===== src/logic/fpr_pkg.sv =====
package fpr_pkg;
   // destination format: exponent width and significand width (hidden bit in)
   localparam int EXP_W = 8;
   localparam int SIG_W = 24;
   localparam logic [EXP_W-1:0] EXP_MAX = {EXP_W{1'b1}};

   // register byte offsets
   localparam logic [3:0] OFS_SCALAR_CTRL = 4'h0;
   localparam logic [3:0] OFS_SCALAR_STAT = 4'h4;
   localparam logic [3:0] OFS_VECTOR_CS = 4'h8;

   // field positions
   localparam int SC_MASK_LSB = 0;
   localparam int SC_RC_LSB = 10;
   localparam int SS_FLAG_LSB = 0;
   localparam int VC_FLAG_LSB = 0;
   localparam int VC_MASK_LSB = 7;
   localparam int VC_RC_LSB = 13;

   // exception bit order inside every six-bit flag or mask group
   localparam int EX_INVALID = 0;
   localparam int EX_DENORMAL = 1;
   localparam int EX_DIVZERO = 2;
   localparam int EX_OVERFLOW = 3;
   localparam int EX_UNDERFLOW = 4;
   localparam int EX_PRECISION = 5;

   // reset values
   localparam logic [5:0] MASK_RESET = 6'h3F;
   localparam logic [5:0] FLAG_RESET = 6'h00;
   localparam logic [1:0] RC_RESET = 2'h0;

   // rounding_control encodings
   localparam logic [1:0] RC_NEAREST = 2'h0;
   localparam logic [1:0] RC_DOWN = 2'h1;
   localparam logic [1:0] RC_UP = 2'h2;
   localparam logic [1:0] RC_ZERO = 2'h3;

   typedef enum logic [2:0] {
      FPR_ARITH,
      FPR_EXACT,
      FPR_COMPARE,
      FPR_NAN,
      FPR_TRUNC_CONV
   } fpr_kind_e;

   // one operation handed in for rounding and exception checking
   typedef struct packed {
      logic unit_vector;
      fpr_kind_e kind;
      logic sign;
      logic sign_b;
      logic signed [EXP_W+1:0] exp;
      logic [SIG_W+1:0] sig;
      logic pre_invalid;
      logic pre_divzero;
      logic pre_denormal;
   } fpr_req_s;

   // delivered result
   typedef struct packed {
      logic sign;
      logic [EXP_W-1:0] exp;
      logic [SIG_W-2:0] frac;
      logic [5:0] raised;
      logic trap;
   } fpr_resp_s;
endpackage


===== src/logic/fpr_round_except.sv =====
// The placing of the registers and the Avalon-MM interface to the registers were decided locally.
`timescale 1ns/10ps
// Behaviour
// - bracket exact value, pick by mode
// - mode 00 nearest, ties to even
// - mode 01 round toward minus infinity
// - mode 10 round toward plus infinity
// - mode 11 truncate toward zero
// - rounding error below one lsb
// - inexact result sets precision flag
// - no rounding for compare, exact, nan
// - scalar mode in control bits 10-11
// - vector mode in register bits 13-14
// - each mode field steers own unit
// - vector truncating conversions round toward zero
// - six exception classes detected
// - invalid, divzero, denormal checked before arithmetic
// - overflow, underflow, inexact checked after rounding
// - masked exception: flag, default result, continue
// - unmasked exception: flag and trap
// - flags sticky until software clears
// - scalar flags status 0-5, masks control 0-5
// - vector flags bits 0-5, masks 7-12
// - each unit uses own flags, masks
// - several masked exceptions per operation
// - masked overflow: infinity or largest finite
// - masked divzero: infinity, sign xor
module fpr_round_except (
   // clock and reset
   input wire logic clock_i,
   input wire logic rst_i,
   // avalon-mm register slave
   input wire logic [3:0] avs_address_i,
   input wire logic avs_read_i,
   input wire logic avs_write_i,
   input wire logic [31:0] avs_writedata_i,
   input wire logic [3:0] avs_byteenable_i,
   output logic [31:0] avs_readdata_o,
   output logic avs_waitrequest_o,
   // operation in
   input wire logic req_valid_i,
   input wire fpr_pkg::fpr_req_s req_i,
   // result out
   output logic resp_valid_o,
   output fpr_pkg::fpr_resp_s resp_o
);
   localparam int EW = fpr_pkg::EXP_W;
   localparam int SW = fpr_pkg::SIG_W;

   logic [5:0] sc_mask_q;
   logic [1:0] sc_rc_q;
   logic [5:0] sc_flag_q;
   logic [5:0] vc_mask_q;
   logic [1:0] vc_rc_q;
   logic [5:0] vc_flag_q;
   logic wait_q;
   logic [31:0] rdata_q;
   logic resp_valid_q;
   fpr_pkg::fpr_resp_s resp_q;

   logic [31:0] be_bits;
   logic wr_take;
   logic sel_sc_ctrl;
   logic sel_sc_stat;
   logic sel_vc;
   logic [31:0] sc_ctrl_word;
   logic [31:0] sc_stat_word;
   logic [31:0] vc_word;

   // per-operation combinational results
   logic [1:0] mode;
   logic [5:0] mask;
   logic [5:0] pre;
   logic [5:0] post;
   logic lsb_bit;
   logic guard_bit;
   logic sticky_bit;
   logic inexact;
   logic inc;
   logic [SW:0] sig_sum;
   logic signed [EW+1:0] exp_r;
   logic [SW-1:0] sig_r;
   logic ovf;
   logic tiny;
   logic inf_on_ovf;
   fpr_pkg::fpr_resp_s resp_d;

   // byte enables widened to a bit mask
   always_comb begin
      for (int i = 0; i < 4; i++) begin
         be_bits[i*8 +: 8] = {8{avs_byteenable_i[i]}};
      end
   end

   // register decode; an access lands at the edge where waitrequest is low
   assign wr_take = avs_write_i && !wait_q;
   always_comb begin
      sel_sc_ctrl = 1'b0;
      sel_sc_stat = 1'b0;
      sel_vc = 1'b0;
      if (avs_address_i == fpr_pkg::OFS_SCALAR_CTRL) begin
         sel_sc_ctrl = 1'b1;
      end else if (avs_address_i == fpr_pkg::OFS_SCALAR_STAT) begin
         sel_sc_stat = 1'b1;
      end else if (avs_address_i == fpr_pkg::OFS_VECTOR_CS) begin
         sel_vc = 1'b1;
      end
   end

   // register images as software sees them
   always_comb begin
      sc_ctrl_word = 32'h0000_0000;
      sc_ctrl_word[fpr_pkg::SC_MASK_LSB +: 6] = sc_mask_q;
      sc_ctrl_word[fpr_pkg::SC_RC_LSB +: 2] = sc_rc_q;
      sc_stat_word = 32'h0000_0000;
      sc_stat_word[fpr_pkg::SS_FLAG_LSB +: 6] = sc_flag_q;
      vc_word = 32'h0000_0000;
      vc_word[fpr_pkg::VC_FLAG_LSB +: 6] = vc_flag_q;
      vc_word[fpr_pkg::VC_MASK_LSB +: 6] = vc_mask_q;
      vc_word[fpr_pkg::VC_RC_LSB +: 2] = vc_rc_q;
   end

   // one wait cycle, then a single-cycle answer
   always_ff @(posedge clock_i) begin
      if (rst_i) begin
         wait_q <= 1'b1;
      end else if ((avs_read_i || avs_write_i) && wait_q) begin
         wait_q <= 1'b0;
      end else begin
         wait_q <= 1'b1;
      end
   end

   // read data loaded during the wait cycle; unmapped reads give zero
   always_ff @(posedge clock_i) begin
      if (rst_i) begin
         rdata_q <= 32'h0000_0000;
      end else if (avs_read_i && wait_q) begin
         if (sel_sc_ctrl) begin
            rdata_q <= sc_ctrl_word;
         end else if (sel_sc_stat) begin
            rdata_q <= sc_stat_word;
         end else if (sel_vc) begin
            rdata_q <= vc_word;
         end else begin
            rdata_q <= 32'h0000_0000;
         end
      end
   end

   assign avs_readdata_o = rdata_q;
   assign avs_waitrequest_o = wait_q;

   // scalar control word: masks and rounding mode
   always_ff @(posedge clock_i) begin
      if (rst_i) begin
         sc_mask_q <= fpr_pkg::MASK_RESET;
         sc_rc_q <= fpr_pkg::RC_RESET;
      end else if (wr_take && sel_sc_ctrl) begin
         if (avs_byteenable_i[0]) begin
            sc_mask_q <= avs_writedata_i[fpr_pkg::SC_MASK_LSB +: 6];
         end
         if (avs_byteenable_i[1]) begin
            sc_rc_q <= avs_writedata_i[fpr_pkg::SC_RC_LSB +: 2];
         end
      end
   end

   // vector register: masks and rounding mode
   always_ff @(posedge clock_i) begin
      if (rst_i) begin
         vc_mask_q <= fpr_pkg::MASK_RESET;
         vc_rc_q <= fpr_pkg::RC_RESET;
      end else if (wr_take && sel_vc) begin
         vc_mask_q <= (vc_mask_q & ~be_bits[fpr_pkg::VC_MASK_LSB +: 6]) |
            (avs_writedata_i[fpr_pkg::VC_MASK_LSB +: 6] &
             be_bits[fpr_pkg::VC_MASK_LSB +: 6]);
         vc_rc_q <= (vc_rc_q & ~be_bits[fpr_pkg::VC_RC_LSB +: 2]) |
            (avs_writedata_i[fpr_pkg::VC_RC_LSB +: 2] &
             be_bits[fpr_pkg::VC_RC_LSB +: 2]);
      end
   end

   // scalar flags: writing 0 clears, raised bits win over a clear
   always_ff @(posedge clock_i) begin
      if (rst_i) begin
         sc_flag_q <= fpr_pkg::FLAG_RESET;
      end else begin
         sc_flag_q <= ((wr_take && sel_sc_stat) ?
            (sc_flag_q & (avs_writedata_i[5:0] | ~be_bits[5:0])) :
            sc_flag_q) |
            ((req_valid_i && !req_i.unit_vector) ? resp_d.raised :
             6'h00);
      end
   end

   // vector flags: same policy, own register
   always_ff @(posedge clock_i) begin
      if (rst_i) begin
         vc_flag_q <= fpr_pkg::FLAG_RESET;
      end else begin
         vc_flag_q <= ((wr_take && sel_vc) ?
            (vc_flag_q & (avs_writedata_i[5:0] | ~be_bits[5:0])) :
            vc_flag_q) |
            ((req_valid_i && req_i.unit_vector) ? resp_d.raised :
             6'h00);
      end
   end

   // mode and mask come from the unit that runs the operation
   always_comb begin
      mode = req_i.unit_vector ? vc_rc_q : sc_rc_q;
      mask = req_i.unit_vector ? vc_mask_q : sc_mask_q;
      if (req_i.unit_vector && req_i.kind == fpr_pkg::FPR_TRUNC_CONV) begin
         mode = fpr_pkg::RC_ZERO;
      end
   end

   // operand checks ahead of any arithmetic
   always_comb begin
      pre = 6'h00;
      pre[fpr_pkg::EX_INVALID] = req_i.pre_invalid;
      pre[fpr_pkg::EX_DIVZERO] = req_i.pre_divzero;
      pre[fpr_pkg::EX_DENORMAL] = req_i.pre_denormal;
   end

   // rounding: truncated value and truncated plus one lsb bracket it
   always_comb begin
      lsb_bit = req_i.sig[2];
      guard_bit = req_i.sig[1];
      sticky_bit = req_i.sig[0];
      inexact = guard_bit | sticky_bit;
      case (mode)
         fpr_pkg::RC_NEAREST: inc = guard_bit & (sticky_bit | lsb_bit);
         fpr_pkg::RC_DOWN: inc = inexact & req_i.sign;
         fpr_pkg::RC_UP: inc = inexact & !req_i.sign;
         default: inc = 1'b0;
      endcase
      // one increment at most keeps the error under one lsb
      sig_sum = {1'b0, req_i.sig[SW+1:2]} + {{SW{1'b0}}, inc};
      if (sig_sum[SW]) begin
         sig_r = sig_sum[SW:1];
         exp_r = req_i.exp + {{(EW+1){1'b0}}, 1'b1};
      end else begin
         sig_r = sig_sum[SW-1:0];
         exp_r = req_i.exp;
      end
      ovf = exp_r >= $signed({2'b00, fpr_pkg::EXP_MAX});
      tiny = (exp_r < $signed({{(EW+1){1'b0}}, 1'b1})) && (|sig_r);
      inf_on_ovf = (mode == fpr_pkg::RC_NEAREST) ||
         (mode == fpr_pkg::RC_DOWN && req_i.sign) ||
         (mode == fpr_pkg::RC_UP && !req_i.sign);
   end

   // result selection and exception response
   always_comb begin
      post = 6'h00;
      resp_d = '0;
      resp_d.sign = req_i.sign;
      if (|(pre & ~mask)) begin
         // unmasked operand exception: stop before arithmetic
         resp_d.raised = pre;
      end else if (req_i.pre_invalid) begin
         // masked invalid: quiet indefinite value
         resp_d.sign = 1'b1;
         resp_d.exp = fpr_pkg::EXP_MAX;
         resp_d.frac = {1'b1, {(SW-2){1'b0}}};
         resp_d.raised = pre;
      end else if (req_i.pre_divzero) begin
         resp_d.sign = req_i.sign ^ req_i.sign_b;
         resp_d.exp = fpr_pkg::EXP_MAX;
         resp_d.raised = pre;
      end else if (req_i.kind == fpr_pkg::FPR_COMPARE ||
                   req_i.kind == fpr_pkg::FPR_EXACT ||
                   req_i.kind == fpr_pkg::FPR_NAN) begin
         // passed through with no rounding and no precision flag
         resp_d.exp = (req_i.kind == fpr_pkg::FPR_NAN) ? fpr_pkg::EXP_MAX :
            req_i.exp[EW-1:0];
         resp_d.frac = req_i.sig[SW:2];
         resp_d.raised = pre;
      end else begin
         // masked denormal falls through to here and is kept in pre
         post[fpr_pkg::EX_PRECISION] = inexact;
         post[fpr_pkg::EX_OVERFLOW] = ovf;
         post[fpr_pkg::EX_UNDERFLOW] = tiny &&
            (inexact || !mask[fpr_pkg::EX_UNDERFLOW]);
         if (ovf) begin
            post[fpr_pkg::EX_PRECISION] = 1'b1;
            resp_d.exp = inf_on_ovf ? fpr_pkg::EXP_MAX :
               fpr_pkg::EXP_MAX - {{(EW-1){1'b0}}, 1'b1};
            resp_d.frac = inf_on_ovf ? '0 : {(SW-1){1'b1}};
         end else if (tiny) begin
            resp_d.exp = '0;
            resp_d.frac = sig_r[SW-2:0];
         end else begin
            resp_d.exp = exp_r[EW-1:0];
            resp_d.frac = sig_r[SW-2:0];
         end
         resp_d.raised = pre | post;
      end
      resp_d.trap = |(resp_d.raised & ~mask);
   end

   // result register, one cycle after the operation is taken
   always_ff @(posedge clock_i) begin
      if (rst_i) begin
         resp_valid_q <= 1'b0;
         resp_q <= '0;
      end else begin
         resp_valid_q <= req_valid_i;
         if (req_valid_i) begin
            resp_q <= resp_d;
         end
      end
   end

   assign resp_valid_o = resp_valid_q;
   assign resp_o = resp_q;
endmodule


===== config.mk =====
export PLATFORM = sky130hd
export DESIGN_NAME = fpr_round_except
export DESIGN_NICKNAME = d
export VERILOG_FILES = /design/src/logic/fpr_pkg.sv /design/src/logic/fpr_round_except.sv
export SDC_FILE = /design/constraint.sdc
export NUM_CORES = 1
export LEC_CHECK = 0
export ABC_AREA = 1
export BUFFER_PORTS_ARGS = -buffer_cell sky130_fd_sc_hd__buf_2
export CORE_MARGIN = 8
export CORE_UTILIZATION = 30
export DETAILED_ROUTE_END_ITERATION = 10
export PLACE_DENSITY = 0.53
export SYNTH_ARGS = -nofsm -noshare
export SYNTH_HDL_FRONTEND = slang
export SYNTH_SLANG_ARGS = --single-unit

===== constraint.sdc =====
create_clock -name clock_i -period 3.8 [get_ports clock_i]
set_input_delay 0 -clock clock_i [delete_from_list [all_inputs] [get_ports clock_i]]
set_output_delay 0 -clock clock_i [all_outputs]
set_load 0.02 [all_outputs]

# Word level (Yosys, flattened, before mapping)
# Cells that the tools add are included.
classes:
  bitwise_logic: 24
  order_cmp: 2
  n_eq_ne: 8
  mux: 38
  addsub: 2
  n_reduce_logical: 30
op_table:
  columns: ["op", "count"]
  rows:
  - ["2-to-1 mux 31 bit", 2]
  - ["2-to-1 mux 23 bit", 2]
  - ["2-to-1 mux 15 bit", 3]
  - ["2-to-1 mux 6 bit", 7]
  - ["2-to-1 mux 38 bit", 1]
  - ["2-to-1 mux 37 bit", 1]
  - ["2-to-1 mux 32 bit", 1]
  - ["bitwise AND 6 bit", 5]
  - ["adder 24 x 1 -> 25 bit", 1]
  - ["2-to-1 mux 24 bit", 1]
  - ["OR 6 bit", 4]
  - ["OR reduction 24 bit", 1]
  - ["inverter 6 bit", 3]
  - ["2-to-1 mux 8 bit", 2]
  - ["2-to-1 mux 1 bit", 14]
  - ["logical AND 1 bit", 13]
  - ["OR reduction 6 bit", 2]
  - ["adder 10 x 1 -> 10 bit (second input constant)", 1]
  - [">= comparator 10 x 9 -> 1 bit (second input constant)", 1]
  - ["< comparator 10 x 2 -> 1 bit (second input constant)", 1]
  - ["2-to-1 mux 10 bit", 1]
  - ["bitwise AND 3 x 6 -> 6 bit", 1]
  - ["equality test 3 x 2 -> 1 bit (second input constant)", 2]
  - ["logical OR 1 bit", 6]
  - ["other kinds (19)", 28]
totals:
  ff_bits: 101
  out_inout_bits: 73
  word_cells: 118

# Depth between registers and ports, before layout
depth:
  word_depth: 20
  depth_mapped: 30
  ltp_nobuf: 29

# Worst setup path after synthesis
# Ideal clock, no wire load.
synth_timing:
  kind: "flip-flop to flip-flop"
  from: "register with a tool-made name"
  to: "register resp_q (netlist bit resp_o[22])"
  t_arrival_ns: 3.049
  setup_slack_ns: 0.616
  setup_time_ns: 0.135
  path_stages_with_launch: 28
  required_ns: 3.665
  path_cell_list: "dfxtp_1 mux2i_1 nand2_1 inv_1 ha_1 nor2_1 nand2_1 a21oi_1 ha_1 ha_1 nand2_1 nor2_4 nand2_2 inv_4 nand2_4 buf_6 buf_6 nand2_1 o21ai_1 nand2_1 nand2_4 inv_2 buf_6 nand2_1 nand2_1 nand2_1 o211ai_1 a21oi_1"
synth_lines:
  columns: ["item", "line_no", "source"]
  rows:
  - ["to (signal assigned)", "fpr_round_except.sv:312", "resp_q <= resp_d;"]
  - ["to (decl)", "fpr_round_except.sv:59", "fpr_pkg::fpr_resp_s resp_q;"]

# Worst setup path after layout
layout_timing:
  from: "register sc_rc_q[0]"
  to: "register resp_q (netlist bit resp_o[35])"
layout_via:
  elab_chain_len: 14
  elab_cells_between_ends: 19
  classes_between: "add/sub (1); order compare (2); eq/ne (2); mux (11); reduce/logical (3)"
layout_rtl:
  columns: ["item", "line_no", "source"]
  rows:
  - ["from (decl)", "fpr_round_except.sv:51", "logic [1:0] sc_rc_q;"]
  - ["from (signal assigned)", "fpr_round_except.sv:158", "sc_rc_q <= fpr_pkg::RC_RESET;"]
  - ["from (signal assigned)", "fpr_round_except.sv:164", "sc_rc_q <= avs_writedata_i[fpr_pkg::SC_RC_LSB +: 2];"]
  - ["2-to-1 mux 2 bit *", "fpr_round_except.sv:212", "mode = req_i.unit_vector ? vc_rc_q : sc_rc_q;"]
  - ["2-to-1 mux 2 bit *", "fpr_round_except.sv:214", "if (req_i.unit_vector && req_i.kind == fpr_pkg::FPR_TRUNC_CONV) begin"]
  - ["equality test 2 bit (tied with other cells)", "fpr_round_except.sv:233", "case (mode)"]
  - ["case mux 1 bit (3 select lines) *", "fpr_round_except.sv:233", null]
  - ["adder 24 x 1 -> 25 bit *", "fpr_round_except.sv:240", "sig_sum = {1'b0, req_i.sig[SW+1:2]} + {{SW{1'b0}}, inc};"]
  - ["2-to-1 mux 10 bit or 2-to-1 mux 24 bit (tied branches)", "fpr_round_except.sv:241", "if (sig_sum[SW]) begin"]
  - ["< comparator 10 x 2 -> 1 bit or OR reduction 24 bit (tied branches)", "fpr_round_except.sv:249", "tiny = (exp_r < $signed({{(EW+1){1'b0}}, 1'b1})) && (|sig_r);"]
  - ["logical AND 1 bit", "fpr_round_except.sv:249", null]
  - ["2-to-1 mux 31 bit", "fpr_round_except.sv:292", "end else if (tiny) begin"]
  - ["2-to-1 mux 31 bit *", "fpr_round_except.sv:287", "if (ovf) begin"]
  - ["2-to-1 mux 37 bit *", "fpr_round_except.sv:273", "end else if (req_i.kind == fpr_pkg::FPR_COMPARE ||"]
  - ["2-to-1 mux 8 bit *", "fpr_round_except.sv:269", "end else if (req_i.pre_divzero) begin"]
  - ["2-to-1 mux 38 bit *", "fpr_round_except.sv:263", "end else if (req_i.pre_invalid) begin"]
  - ["2-to-1 mux 32 bit *", "fpr_round_except.sv:260", "if (|(pre & ~mask)) begin"]
# Every way passes the cells marked *; elsewhere a longest branch is shown, timed or not.
# A chain may end at the register's enable or synchronous reset.

==> flow_summary.yaml <==
outcome:
  status: "complete, no violations"
synthesis:
  synthTopCellsByCount: "nand2_1 (329), nor2_1 (91), dfxtp_1 (83)"
  synth_cell_type_count: 41
  synth_flop_cell: "dfxtp_1"
  synth_area_leaders: "dfxtp_1 (30%), nand2_1 (22%), nor2_1 (6.1%), inv_1 (4.8%), o21ai_0 (4.7%)"
  synth_edf_count: 0
  seq_area_frac_synth_pct: 29.5
  yosysMostFrequentCell: "nand2_1"
  syn_inst: 921
  synth_top_area_cell: "dfxtp_1"
  synth.top_cell.area_share_pct: 29.5
  async_reset_ff_share_pct: 0
  avgSynthCellArea_um2: 6.11
  synthesis.area_um2: 5630
  ys_seq_elements: 83
  ys_warn_count: 0
cells_and_area:
  fin_area_um2: 7200
  nets: 1166
  areaGrowthSynthToFinish_pct: 28.0
  post-route-util_pct: 38.8
  multi_input_area_um2: 3560
  register_area_um2: 1670
  drive_above_1_share_pct: 21.9
  num-fill-cells: 2081
  diodes: 0
global_routing:
  grt_pass1_wl_um: 31000
  grt_use_total_pct: 16.2
  grt_overflow: 0
  grt_antenna_before_repair: 1
  grt_max_degree: 55
  grt_pass1_vias: 5880
clocking:
  htreeDepth: 3
  cts.sinks: 83
  clkTransAtPathRegs_ns: 0.07
  cts_tree: "yes"
  cts_root_buffer: "clkbuf_16"
  clkLatencyLatePin_ns: 0.34
  cts_buffer_depth: 2
  cts_inserted_buffers: 9
power_and_ir_drop:
  peakVddDrop_uv: 201
  p_leak_nw: 3.48
  p_per_area_nw_per_um2: 331
setup_path:
  critPathRequiredTime_ns: 4.08
  critical_path.max_fanout: 13
  arrival_ns: 3.77
  crit_top_cell: "nand2_1"
  start_kind: "flop"
  worst_path_max_delay_cell: "dfxtp_2"
  criticalPathCategory: "reg2reg"
  crit_path_end_kind: "flop"
  max_stage_delay_ns: 0.34
sta:
  drv_slew: 0
  worst_slew_pin_slew_ns: 0.997
  fmax_ghz: 0.286
  max_slew_margin_pct: 33.4
  hold_slack_ns: 0.0229
  setup_viol: 0
  clock_skew_ns: 0.0135
  fin_tns_setup_ns: 0
  fin_crit_ns: 3.49
  fin_crit_sh_pct: 91.9
  rsz0062_at_grt: "true"
  hold_viol: 0
die:
  die_area_um2: 23400
  die_width_um: 153
  rows: 50
  die_height_um: 153
  start_util_pct: 30.3
  core_um2: 18600
  io_pins: 163
placed_design:
  gp_congestion: 0.927
  dp_hpwl_um: 15200
  io_buffers: 124
  placed_cell_area_um2: 6470
drt:
  detail_route.wl_per_cell_um: 14.9
  firstDrtPassIters: 5
  vias_per_cell: 4.72
  final_antenna_net_count: 0
  totalWireLength_um: 19600
  vias: 6185
  initialDrtViolationCount: 303
  drc: 0
flow_run:
  cap_violations: 0
hold_path:
  hp-class: "in2reg"
[final cells by class]
cell class | instances | share of cell area [%]
Multi-Input combinational cell | 724 | 49.4
Clock buffer | 10 | 3.32
Inverter | 79 | 4.22
Tap cell | 234 | 4.06
Clock inverter | 6 | 1.32
Timing Repair inverter | 1 | 0.0695
Timing Repair Buffer | 172 | 14.5
Sequential cell | 83 | 23.1
[cell families after synthesis]
group / count (synthesis) / synth area share [%]
buf+inv: 132 / 10.6
simple gates: 515 / 38.6
compound gates: 173 / 18.1
fa+ha+maj: 6 / 1.33
flops: 83 / 29.5
mux: 2 / 0.356
xor+xnor: 9 / 1.40
other cells: 1 / 0.0666
[cell usage in the layout, fill, tap and decap left out, types with 6 or more instances in the layout]
cell / count
a21oi_1: 50
a21oi_2: 10
buf_2: 124
buf_4: 27
clkbuf_16: 9
conb_1: 18
dfxtp_1: 80
dlygate4sd3_1: 18
inv_1: 70
nand2_1: 325
nand2_2: 10
nand3_1: 43
nand3b_1: 7
nand4_1: 11
nor2_1: 86
nor2_2: 7
o211ai_1: 28
o21ai_0: 52
o21ai_1: 15
o31ai_1: 8
or2_2: 6
[layer usage]
metal | up-vias | global-route usage, % | routed length [um]
met4 | 2 | 3.58 | 189
li1 | 3261 | - | -
met1 | 2764 | 22.0 | 9590
met3 | 19 | 2.28 | 799
met5 | - | 0 | 12
met2 | 139 | 26.6 | 8960
[registers in the layout (all words and copies together), names as in the netlist, named ones only]
name,flops
sc_rc_q,2
avs_readdata_o,14
sc_mask_q,6
vc_flag_q,6
resp_valid_o,1
avs_waitrequest_o,1
sc_flag_q,6
resp_o,39
[worst paths after layout]
kind,from,end,slack (ns),cells past startpoint
setup / recovery,sc_rc_q[0]$_SDFFE_PP0P_,resp_o[35]$_SDFFE_PP0P_,0.31,28
hold / removal,req_i[1],sc_flag_q[2]$_SDFF_PP0_,0.02,3
setup reg to reg,sc_rc_q[0]$_SDFFE_PP0P_,resp_o[35]$_SDFFE_PP0P_,0.31,28
hold reg to reg,resp_o[14]$_SDFFE_PP0P_,resp_o[14]$_SDFFE_PP0P_,0.46,2
[stage by stage]
stage / power (mW) / setup WS (ns) / instances
4_1_cts: 2.39 / 0.119 / 1297
3_5_place_dp: 1.40 / 0.157 / 1263
5_1_grt: 2.50 / -0.0451 / 1309
3_3_place_gp: 1.40 / 0.210 / 1263
2_1_floorplan: 1.24 / 0.616 / 938
6_report: 2.38 / 0.306 / 1309
[timing repair]
item,4_1_cts,5_1_grt
hold buffers,18,0
gates resized for setup,0,36
endpoints found under the setup margin,0,41
hold endpoints to repair,21,0
buffers inserted,0,10
[report_power, final]
group          switching [mW]  internal [mW]
registers              0.0182          0.906
clock network           0.376          0.601
logic                   0.320          0.161
total                   0.714           1.67
[critical path, delay by kind of cell, from the launching register on]
kind	cells	cell delay, ns
AOI/OAI and AO/OA	2	0.29
xor gates and xnor gates	1	0.15
adders and majority gates	3	0.52
buffers and inverters	3	0.35
DFF	1	0.34
muxes	1	0.15
and+or+nand+nor	18	1.62
(Power assumes the default switching activity.)
